File: src/include/ddrrp_map.vh
// Purpose: constants for the DDR read-path polarity synchroniser
// Assumes: included by bare name from design files
// Notes:   defaults for module parameters and state encodings
`ifndef DDRRP_MAP_VH
`define DDRRP_MAP_VH

// read data width, one beat per strobe edge
`define DDRRP_DQ_W        8
// beats per read burst
`define DDRRP_BURST       4
// width of the beat counter
`define DDRRP_CNT_W       4
// fifo depth and pointer width
`define DDRRP_FIFO_DEPTH  16
`define DDRRP_FIFO_AW     4
// level of the strobe line while undriven and terminated
`define DDRRP_IDLE_LVL    1'b1
// cycles the line must sit at the idle level before a fall counts
`define DDRRP_IDLE_MIN    4'h0002
// cycles to wait for the preamble before giving up
`define DDRRP_PRE_TMO     8'h00_40
// polarity codes
`define DDRRP_POL_RISE    1'b0
`define DDRRP_POL_FALL    1'b1
// controller states
`define DDRRP_ST_IDLE     2'b00
`define DDRRP_ST_ARM      2'b01
`define DDRRP_ST_BURST    2'b10

`endif

File: src/design/ddrrp_fifo.v
// Purpose: synchronous fifo between strobe capture and the user side
// Assumes: one clock, asynchronous active-low reset
// Notes:   read data comes out of a register; o_in_ready is honest full
`timescale 1ns/1ns
module ddrrp_fifo #(
	parameter W  = 8,
	parameter D  = 16,
	parameter AW = 4
) (
	input  wire          i_clk,
	input  wire          i_reset_n,
	input  wire          i_in_valid,
	output wire          o_in_ready,
	input  wire [W-1:0]  i_in_data,
	output reg           o_out_valid,
	input  wire          i_out_ready,
	output reg  [W-1:0]  o_out_data
);
	reg [W-1:0]  mem [0:D-1];
	reg [AW-1:0] wr_ptr_q;
	reg [AW-1:0] rd_ptr_q;
	reg [AW:0]   count_q;
	wire         push;
	wire         pop;

	assign o_in_ready = (count_q != D[AW:0]);
	assign push = i_in_valid & o_in_ready;
	// refill the output register whenever it is empty or being taken
	assign pop = (count_q != {(AW+1){1'b0}}) & (~o_out_valid | i_out_ready);

	always @(posedge i_clk) begin
		if (push) begin
			mem[wr_ptr_q] <= i_in_data;
		end
	end

	always @(posedge i_clk or negedge i_reset_n) begin
		if (!i_reset_n) begin
			wr_ptr_q    <= {AW{1'b0}};
			rd_ptr_q    <= {AW{1'b0}};
			count_q     <= {(AW+1){1'b0}};
			o_out_valid <= 1'b0;
			o_out_data  <= {W{1'b0}};
		end else begin
			if (push) begin
				wr_ptr_q <= wr_ptr_q + 1'b1;
			end
			if (pop) begin
				rd_ptr_q   <= rd_ptr_q + 1'b1;
				o_out_data <= mem[rd_ptr_q];
			end
			if (push & ~pop) begin
				count_q <= count_q + 1'b1;
			end else if (pop & ~push) begin
				count_q <= count_q - 1'b1;
			end
			if (pop) begin
				o_out_valid <= 1'b1;
			end else if (i_out_ready) begin
				o_out_valid <= 1'b0;
			end
		end
	end
endmodule

File: src/design/ddrrp_top.v
// Purpose: carry DDR read data from the delayed strobe into i_clk domain
// Assumes: strobe and data arrive as pins with no fixed phase to i_clk
// Notes:   strobe is oversampled; beats land in a fifo for the user side
//
// How it works
// - no fixed phase between delayed strobe and i_clk is assumed.
// - strobe-domain read data crosses into i_clk without setup or hold hazards.
// - polarity selector picks rising or falling i_clk edge for sync registers.
// - polarity is decided afresh at the start of every read.
// - a detector spots the strobe falling from idle level to preamble low.
// - detector output sets the polarity used for the burst of the same read.
`timescale 1ns/1ns
`include "ddrrp_map.vh"
module ddrrp_top #(
	parameter DQ_W    = `DDRRP_DQ_W,
	parameter BURST   = `DDRRP_BURST,
	parameter CNT_W   = `DDRRP_CNT_W,
	parameter DEPTH   = `DDRRP_FIFO_DEPTH,
	parameter AW      = `DDRRP_FIFO_AW
) (
	input  wire            i_clk,
	input  wire            i_reset_n,
	input  wire            i_dqs,
	input  wire [DQ_W-1:0] i_dq,
	input  wire            i_read_start,
	input  wire            i_out_ready,
	output wire            o_out_valid,
	output wire [DQ_W-1:0] o_out_data,
	output reg             o_polarity,
	output reg             o_busy,
	output reg             o_read_done,
	output reg             o_overflow,
	output reg             o_timeout
);
	localparam ST_IDLE  = `DDRRP_ST_IDLE;
	localparam ST_ARM   = `DDRRP_ST_ARM;
	localparam ST_BURST = `DDRRP_ST_BURST;
	localparam [CNT_W-1:0] LAST_BEAT = BURST[CNT_W-1:0] - 1'b1;
	localparam [CNT_W-1:0] IDLE_MIN  = `DDRRP_IDLE_MIN;
	localparam [7:0]       PRE_TMO   = `DDRRP_PRE_TMO;

	// true on a fall from the terminated idle level to driven low
	function fall_from_idle;
		input prev;
		input cur;
		begin
			fall_from_idle = (prev == `DDRRP_IDLE_LVL) &
				(cur != `DDRRP_IDLE_LVL);
		end
	endfunction

	// rising-edge synchroniser chain
	reg            pos_dqs_s1_q;
	reg            pos_dqs_s2_q;
	reg            pos_dqs_s3_q;
	reg [DQ_W-1:0] pos_dq_s1_q;
	reg [DQ_W-1:0] pos_dq_s2_q;
	// falling-edge synchroniser chain
	reg            neg_dqs_s1_q;
	reg            neg_dqs_s2_q;
	reg [DQ_W-1:0] neg_dq_s1_q;
	reg [DQ_W-1:0] neg_dq_s2_q;
	// falling-edge results retimed onto the rising edge
	reg            neg_dqs_r_q;
	reg [DQ_W-1:0] neg_dq_r_q;

	reg [1:0]       state_q;
	reg [1:0]       state_d;
	reg [CNT_W-1:0] beat_q;
	reg [CNT_W-1:0] idle_cnt_q;
	reg [7:0]       tmo_q;
	reg             sel_prev_q;
	reg             push_q;
	reg [DQ_W-1:0]  push_data_q;

	wire            sel_dqs;
	wire [DQ_W-1:0] sel_dq;
	wire            detect;
	wire            beat;
	wire            fifo_ready;
	wire            idle_ok;

	// both edges of i_clk sample the pins; the one whose window sits far
	// from the strobe edges is picked per read
	always @(posedge i_clk or negedge i_reset_n) begin
		if (!i_reset_n) begin
			pos_dqs_s1_q <= `DDRRP_IDLE_LVL;
			pos_dqs_s2_q <= `DDRRP_IDLE_LVL;
			pos_dqs_s3_q <= `DDRRP_IDLE_LVL;
			pos_dq_s1_q  <= {DQ_W{1'b0}};
			pos_dq_s2_q  <= {DQ_W{1'b0}};
			neg_dqs_r_q  <= `DDRRP_IDLE_LVL;
			neg_dq_r_q   <= {DQ_W{1'b0}};
		end else begin
			pos_dqs_s1_q <= i_dqs;
			pos_dqs_s2_q <= pos_dqs_s1_q;
			pos_dqs_s3_q <= pos_dqs_s2_q;
			pos_dq_s1_q  <= i_dq;
			pos_dq_s2_q  <= pos_dq_s1_q;
			neg_dqs_r_q  <= neg_dqs_s2_q;
			neg_dq_r_q   <= neg_dq_s2_q;
		end
	end

	always @(negedge i_clk or negedge i_reset_n) begin
		if (!i_reset_n) begin
			neg_dqs_s1_q <= `DDRRP_IDLE_LVL;
			neg_dqs_s2_q <= `DDRRP_IDLE_LVL;
			neg_dq_s1_q  <= {DQ_W{1'b0}};
			neg_dq_s2_q  <= {DQ_W{1'b0}};
		end else begin
			neg_dqs_s1_q <= i_dqs;
			neg_dqs_s2_q <= neg_dqs_s1_q;
			neg_dq_s1_q  <= i_dq;
			neg_dq_s2_q  <= neg_dq_s1_q;
		end
	end

	// strobe and data of one path always travel together
	assign sel_dqs = (o_polarity == `DDRRP_POL_FALL) ?
		neg_dqs_r_q : pos_dqs_s2_q;
	assign sel_dq  = (o_polarity == `DDRRP_POL_FALL) ?
		neg_dq_r_q : pos_dq_s2_q;

	// the memory leaves the line terminated before a read, so a fall
	// only counts after it has sat idle a few cycles
	assign idle_ok = (idle_cnt_q >= IDLE_MIN);
	// detect exists only while armed, so a burst can never re-pick polarity
	assign detect  = (state_q == ST_ARM) & idle_ok &
		fall_from_idle(pos_dqs_s3_q, pos_dqs_s2_q);
	assign beat    = (state_q == ST_BURST) & (sel_dqs != sel_prev_q);

	always @* begin
		state_d = state_q;
		case (state_q)
		ST_IDLE: begin
			if (i_read_start) begin
				state_d = ST_ARM;
			end
		end
		ST_ARM: begin
			if (detect) begin
				state_d = ST_BURST;
			end else if (tmo_q == PRE_TMO) begin
				state_d = ST_IDLE;
			end
		end
		ST_BURST: begin
			if (beat && beat_q == LAST_BEAT) begin
				state_d = ST_IDLE;
			end
		end
		default: begin
			state_d = ST_IDLE;
		end
		endcase
	end

	always @(posedge i_clk or negedge i_reset_n) begin
		if (!i_reset_n) begin
			state_q     <= ST_IDLE;
			beat_q      <= {CNT_W{1'b0}};
			idle_cnt_q  <= {CNT_W{1'b0}};
			tmo_q       <= 8'h00;
			sel_prev_q  <= `DDRRP_IDLE_LVL;
			o_polarity  <= `DDRRP_POL_RISE;
			o_busy      <= 1'b0;
			o_read_done <= 1'b0;
			o_overflow  <= 1'b0;
			o_timeout   <= 1'b0;
			push_q      <= 1'b0;
			push_data_q <= {DQ_W{1'b0}};
		end else begin
			state_q     <= state_d;
			o_busy      <= (state_d != ST_IDLE);
			o_read_done <= beat & (beat_q == LAST_BEAT);
			push_q      <= beat;
			push_data_q <= sel_dq;

			if (pos_dqs_s2_q != `DDRRP_IDLE_LVL) begin
				idle_cnt_q <= {CNT_W{1'b0}};
			end else if (!idle_ok) begin
				idle_cnt_q <= idle_cnt_q + 1'b1;
			end

			if (state_q == ST_ARM) begin
				tmo_q <= tmo_q + 8'h01;
			end else begin
				tmo_q <= 8'h00;
			end

			// a fall already seen by the falling-edge path means that edge
			// sat too close to it; the rising-edge path is chosen then
			if (detect) begin
				o_polarity <= neg_dqs_r_q ?
					`DDRRP_POL_FALL : `DDRRP_POL_RISE;
				sel_prev_q <= ~`DDRRP_IDLE_LVL;
				beat_q     <= {CNT_W{1'b0}};
			end else if (beat) begin
				sel_prev_q <= sel_dqs;
				beat_q     <= beat_q + 1'b1;
			end
			// o_polarity has no other writer, so it holds through the burst

			// the memory cannot be stalled; a beat meeting a full fifo is
			// lost and flagged, and the flag survives a same-cycle clear
			if (push_q & ~fifo_ready) begin
				o_overflow <= 1'b1;
			end else if (i_read_start) begin
				o_overflow <= 1'b0;
			end
			if (state_q == ST_ARM && !detect && tmo_q == PRE_TMO) begin
				o_timeout <= 1'b1;
			end else if (i_read_start) begin
				o_timeout <= 1'b0;
			end
		end
	end

	ddrrp_fifo #(
		.W  (DQ_W),
		.D  (DEPTH),
		.AW (AW)
	) u_fifo (
		.i_clk       (i_clk),
		.i_reset_n   (i_reset_n),
		.i_in_valid  (push_q),
		.o_in_ready  (fifo_ready),
		.i_in_data   (push_data_q),
		.o_out_valid (o_out_valid),
		.i_out_ready (i_out_ready),
		.o_out_data  (o_out_data)
	);
endmodule

File: config.mk
export PLATFORM = sky130hd
export DESIGN_NAME = ddrrp_top
export DESIGN_NICKNAME = d
export VERILOG_FILES = /design/src/design/ddrrp_fifo.v /design/src/design/ddrrp_top.v
export VERILOG_INCLUDE_DIRS = /design/src /design/src/include
export SDC_FILE = /design/constraint.sdc
export NUM_CORES = 1
export LEC_CHECK = 0
export BUFFER_PORTS_ARGS = -buffer_cell sky130_fd_sc_hd__buf_2
export CORE_MARGIN = 4
export CORE_UTILIZATION = 61
export DETAILED_ROUTE_END_ITERATION = 8
export GPL_TIMING_DRIVEN = 0
export PLACE_DENSITY = 0.78
export SETUP_SLACK_MARGIN = 0.1
export SYNTH_ARGS = -nofsm -noshare
export SYNTH_HDL_FRONTEND = slang
export SYNTH_SLANG_ARGS = --single-unit
File: constraint.sdc
create_clock -name i_clk -period 3.6 [get_ports i_clk]
set_input_delay 0.54 -clock i_clk [delete_from_list [all_inputs] [get_ports i_clk]]
set_output_delay 0.54 -clock i_clk [all_outputs]
set_load 0.005 [all_outputs]
### After elaboration in Yosys (flattened, before gate mapping)

Memories as Yosys holds them, arrays and structs flattened. A register that Yosys moved wholly into a read port is not among the register bits.
Index checks and enable logic that the tools add are counted.

* bits in registers: 93
* bits in writable memories: 128
* input bits: 13
* output and inout bits: 14
* logic and storage cells: 96
* memories: 1

Memories
* u_fifo.mem: words 16, bits a word 8, rd ports 1, clocked after Yosys merged registers in 1, wr ports 1, RTL line ddrrp_fifo.v:19 `reg [W-1:0] mem [0:D-1];`

* add/sub/neg operators: 7
* order comparisons: 1
* equality and inequality tests: 7
* mux-type cells: 24
* bitwise gates (word level): 16
* reduce and logical (&&, ||, !) cells: 13

Operator list (count)
* adder 4 x 1 -> 4 bit, second input constant: 4
* 2-to-1 mux 4 bit: 4
* 2-to-1 mux 8 bit: 2
* nonzero test 2 bit: 6
* 2-to-1 mux 1 bit: 11
* bitwise AND 1 bit: 10
* 2-to-1 mux 5 bit: 2
* adder 8 x 1 -> 8 bit, second input constant: 1
* equality test 8 x 7 -> 1 bit, second input constant: 1
* 2-to-1 mux 2 bit: 4
* one-hot mux 2 bit (3 select lines): 1
* adder 5 x 1 -> 5 bit, second input constant: 1
* != test 5 bit, second input constant: 1
* NOT 1 bit: 5
* nonzero test 5 bit: 1
* subtractor 5 x 1 -> 5 bit, second input constant: 1
* equality test 4 x 2 -> 1 bit, second input constant: 1
* >= comparator 4 x 2 -> 1 bit, second input constant: 1
* logical AND 1 bit: 3
* equality test 2 x 1 -> 1 bit, second input constant: 1
* equality test 2 bit, second input constant: 1
* zero test 1 bit: 2
* zero test 2 bit: 1
* != test 2 bit, second input constant: 1
* 2 further kinds: 2

### Longest topological paths before layout

* depth after elaboration: 7
* depth in mapped cells: 11
* depth with buffers taken out: 9

### Hierarchy

A second synthesis with hierarchy kept.

* cells, all modules: 480
* area total of the unflattened synthesis: 8687.1 um2

Modules (own cells, without submodules)
* ddrrp_fifo: times used 1, cells each 314, area each 6058.3 um2
* ddrrp_top: times used 1, cells each 166, area each 2628.8 um2

==> impl_metrics.json <==
{
  "period_minus_slack_ns": 3.19,
  "seq_area_frac_synth_pct": 74.2,
  "place_ws_ns": 0.433,
  "clock_latency_ns": 0.54,
  "synth_top_area_share_pct": 44.7,
  "min_path_type": "input pin to asynchronous set/reset pin",
  "grt_pass1_vias": 4357,
  "synth_compound_area_share_pct": 2.43,
  "dr.pass1.iters": 4,
  "syn_area_per_cell_sq_um": 17.5,
  "place_area_sq_um": 8990,
  "drt_wl_total_um": 14900,
  "cts_setup_buffers": 0,
  "dieWidth_um": 127,
  "synth.area.top_cells": "edfxtp_1 (45%), dfrtp_1 (23%), mux4_2 (8.4%)",
  "htreeDepth": 1,
  "place.gp.congestion": 0.783,
  "finalSetupViolCount": 0,
  "synth_top_family_by_area": "multiplexers",
  "syn_to_final_growth_pct": 13.2,
  "maxCapViolCount": 0,
  "antenna_found_initial": 0,
  "yosysTopAreaCell": "edfxtp_1",
  "power.density_nw_per_um2": 773,
  "cts-root-buf": "clkbuf_16",
  "rsz0062_at_grt": "false",
  "synth_xor_area_share_pct": 2.04,
  "yosys_register_bits": 229,
  "num_vias": 4228,
  "fin_ws_ns": 0.408,
  "io_buffers": 26,
  "yosysUniqueCellTypes": 41,
  "globalRoute.totalOverflow": 0,
  "synth-simple-area-share_pct": 5.29,
  "critPathRequiredTime_ns": 4.01,
  "grt_pass1_wl_um": 24200,
  "critPathKind": "register to register",
  "post-route-util_pct": 70.4,
  "start_kind": "register",
  "critPathMaxFanout": 10,
  "dieHeight_um": 127,
  "finalHoldViolCount": 0,
  "slew_headroom_pct": 11.7,
  "grt_start_max_net_pins": 53,
  "async_flop_share_pct": 44.1,
  "end_kind": "register",
  "maxSlewViolCount": 0,
  "ys.flop_type": "edfxtp_1",
  "netlist_instances": 491,
  "yosys_warnings": 0,
  "clock_skew_ns": 0.0600,
  "cts_tree": "built",
  "cts_buffers": 22,
  "fmaxAchievable_ghz": 0.313,
  "start_util_pct": 62.2,
  "drc": 0,
  "power_leakage_nw": 3.73,
  "nets": 571,
  "ctsHoldBuffers": 0,
  "drt.antenna.violating_nets": 0,
  "stdcell_area_sq_um": 9740,
  "final_cells": 739,
  "drt-vias-per-instance": 5.72,
  "gr-usage-all-layers_pct": 19.6,
  "cts_resized": 0,
  "ioPinCount": 27,
  "peakVddDrop_mv": 0.661,
  "dp.cells": 698,
  "muxShareOfSynthArea_pct": 11.9,
  "diodes": 0,
  "syn-num-nets": 519,
  "wire_per_inst_um": 20.1,
  "cts.sink_count": 229,
  "synth_fa_ha_area_share_pct": 2.27,
  "synth_edf_count": 128,
  "die_area_sq_um": 16100,
  "clkSlewWorstSetupHoldPaths_ns": 0.06,
  "dp_hpwl_um": 9340,
  "cp.arrival_ns": 3.60,
  "status": "finished, final reports clean",
  "tightest_slew_ns": 1.31,
  "final_layout_size_suffix_gt1_share_pct": 23.4,
  "core-area_sq_um": 13800,
  "period_share_pct": 88.7,
  "cts.path.max_buffers": 3,
  "mappedNetlistArea_sq_um": 8600,
  "drt_iter0_markers": 384,
  "row_count": 43
}
flip-flops by register name (all words and copies together) (netlist names), 2 cells and up:
register / flops
beat_q: 4
idle_cnt_q: 4
neg_dq_r_q: 8
neg_dq_s1_q: 8
neg_dq_s2_q: 8
pos_dq_s1_q: 8
pos_dq_s2_q: 8
push_data_q: 8
state_q: 2
tmo_q: 8
u_fifo.count_q: 5
u_fifo.mem: 128
u_fifo.o_out_data: 8
u_fifo.rd_ptr_q: 4
u_fifo.wr_ptr_q: 4
cells in the final DEF (no fill, tap or decap), types with 11 or more instances in the layout:
master / netlist / final
edfxtp_1: 128 / 128
dfrtp_1: 78 / 78
nor2_1: 32 / 32
mux4_2: 32 / 32
buf_2: 6 / 31
nand2_1: 31 / 31
clkbuf_16: 0 / 25
mux2_2: 17 / 17
inv_1: 15 / 16
dfrtn_1: 16 / 16
ha_1: 14 / 14
xnor2_1: 12 / 12
a21oi_1: 12 / 12
mux2i_1: 11 / 11
area by class of cell:
class	instances	area (sq um)
Buffer	19	109
Clock buffer	34	709
Tap cell	180	225
Sequential cell	229	6380
Timing Repair Buffer	27	160
Clock inverter	8	41.3
Multi-Input combinational cell	228	2060
Inverter	14	52.6
Fill cell	848	4090
through the flow:
| stage | hold slack [ns] | total power, mW | TNS, ns |
|---|---|---|---|
| after floorplan | 0.244 | 4.74 | 0 |
| after global placement | 0.292 | 5.18 | -9.90 |
| after detailed placement | 0.297 | 5.30 | 0 |
| after CTS | 0.0852 | 7.60 | 0 |
| after global routing | 0.110 | 7.92 | 0 |
| final | 0.0674 | 7.53 | 0 |
cells in the mapped netlist, types with 10 or more instances:
cell type,instances
a21oi_1,12
dfrtn_1,16
dfrtp_1,78
edfxtp_1,128
ha_1,14
inv_1,15
mux2_2,17
mux2i_1,11
mux4_2,32
nand2_1,31
nor2_1,32
o21ai_0,10
xnor2_1,12
metal layers:
| layer | global-route usage [%] | up-vias | share of wire, % |
|---|---|---|---|
| met5 | 0 | - | 0 |
| met4 | 4.48 | 0 | 1.6 |
| met3 | 3.96 | 26 | 5.7 |
| met2 | 32.3 | 129 | 51 |
| li1 | - | 1915 | - |
| met1 | 27.6 | 2158 | 42 |
final timing paths:
check,from,cells after the start,slack [ns],to
setup / recovery,u_fifo.count_q[1]$_DFFE_PN0P_,11,0.41,u_fifo.count_q[4]$_DFFE_PN0P_
setup reg to reg,u_fifo.count_q[1]$_DFFE_PN0P_,11,0.41,u_fifo.count_q[4]$_DFFE_PN0P_
hold / removal,i_reset_n,1,0.07,u_fifo.count_q[0]$_DFFE_PN0P_
max in group asynchronous,i_reset_n,2,1.16,neg_dq_s2_q[0]$_DFF_NN0_
min in group i_clk,i_dqs,1,0.16,pos_dqs_s1_q$_DFF_PN1_
hold reg to reg,neg_dq_s1_q[3]$_DFF_NN0_,0,0.29,neg_dq_s2_q[3]$_DFF_NN0_
kinds of logic after synthesis:
kind of cell	Yosys count
flops	229
simple gates	97
compound gates	36
mux	60
fa+ha+maj	15
xor+xnor	20
buf+inv	34
critical path, cell delays in order (launching register included):
cell	delay (ns)
dfrtp_1	0.42
or4_1	0.55
o21ai_1	0.29
buf_4	0.24
buf_4	0.19
ha_1	0.22
inv_1	0.11
ha_1	0.33
a21o_1	0.19
a21oi_1	0.17
mux2i_1	0.26
xnor2_1	0.14
where the power goes:
group	internal [mW]	switching, mW
clock	1.36	0.915
combinational	0.857	0.935
sequential	3.17	0.292
total	5.39	2.14
No activity file was read; power rests on OpenSTA's default activity.
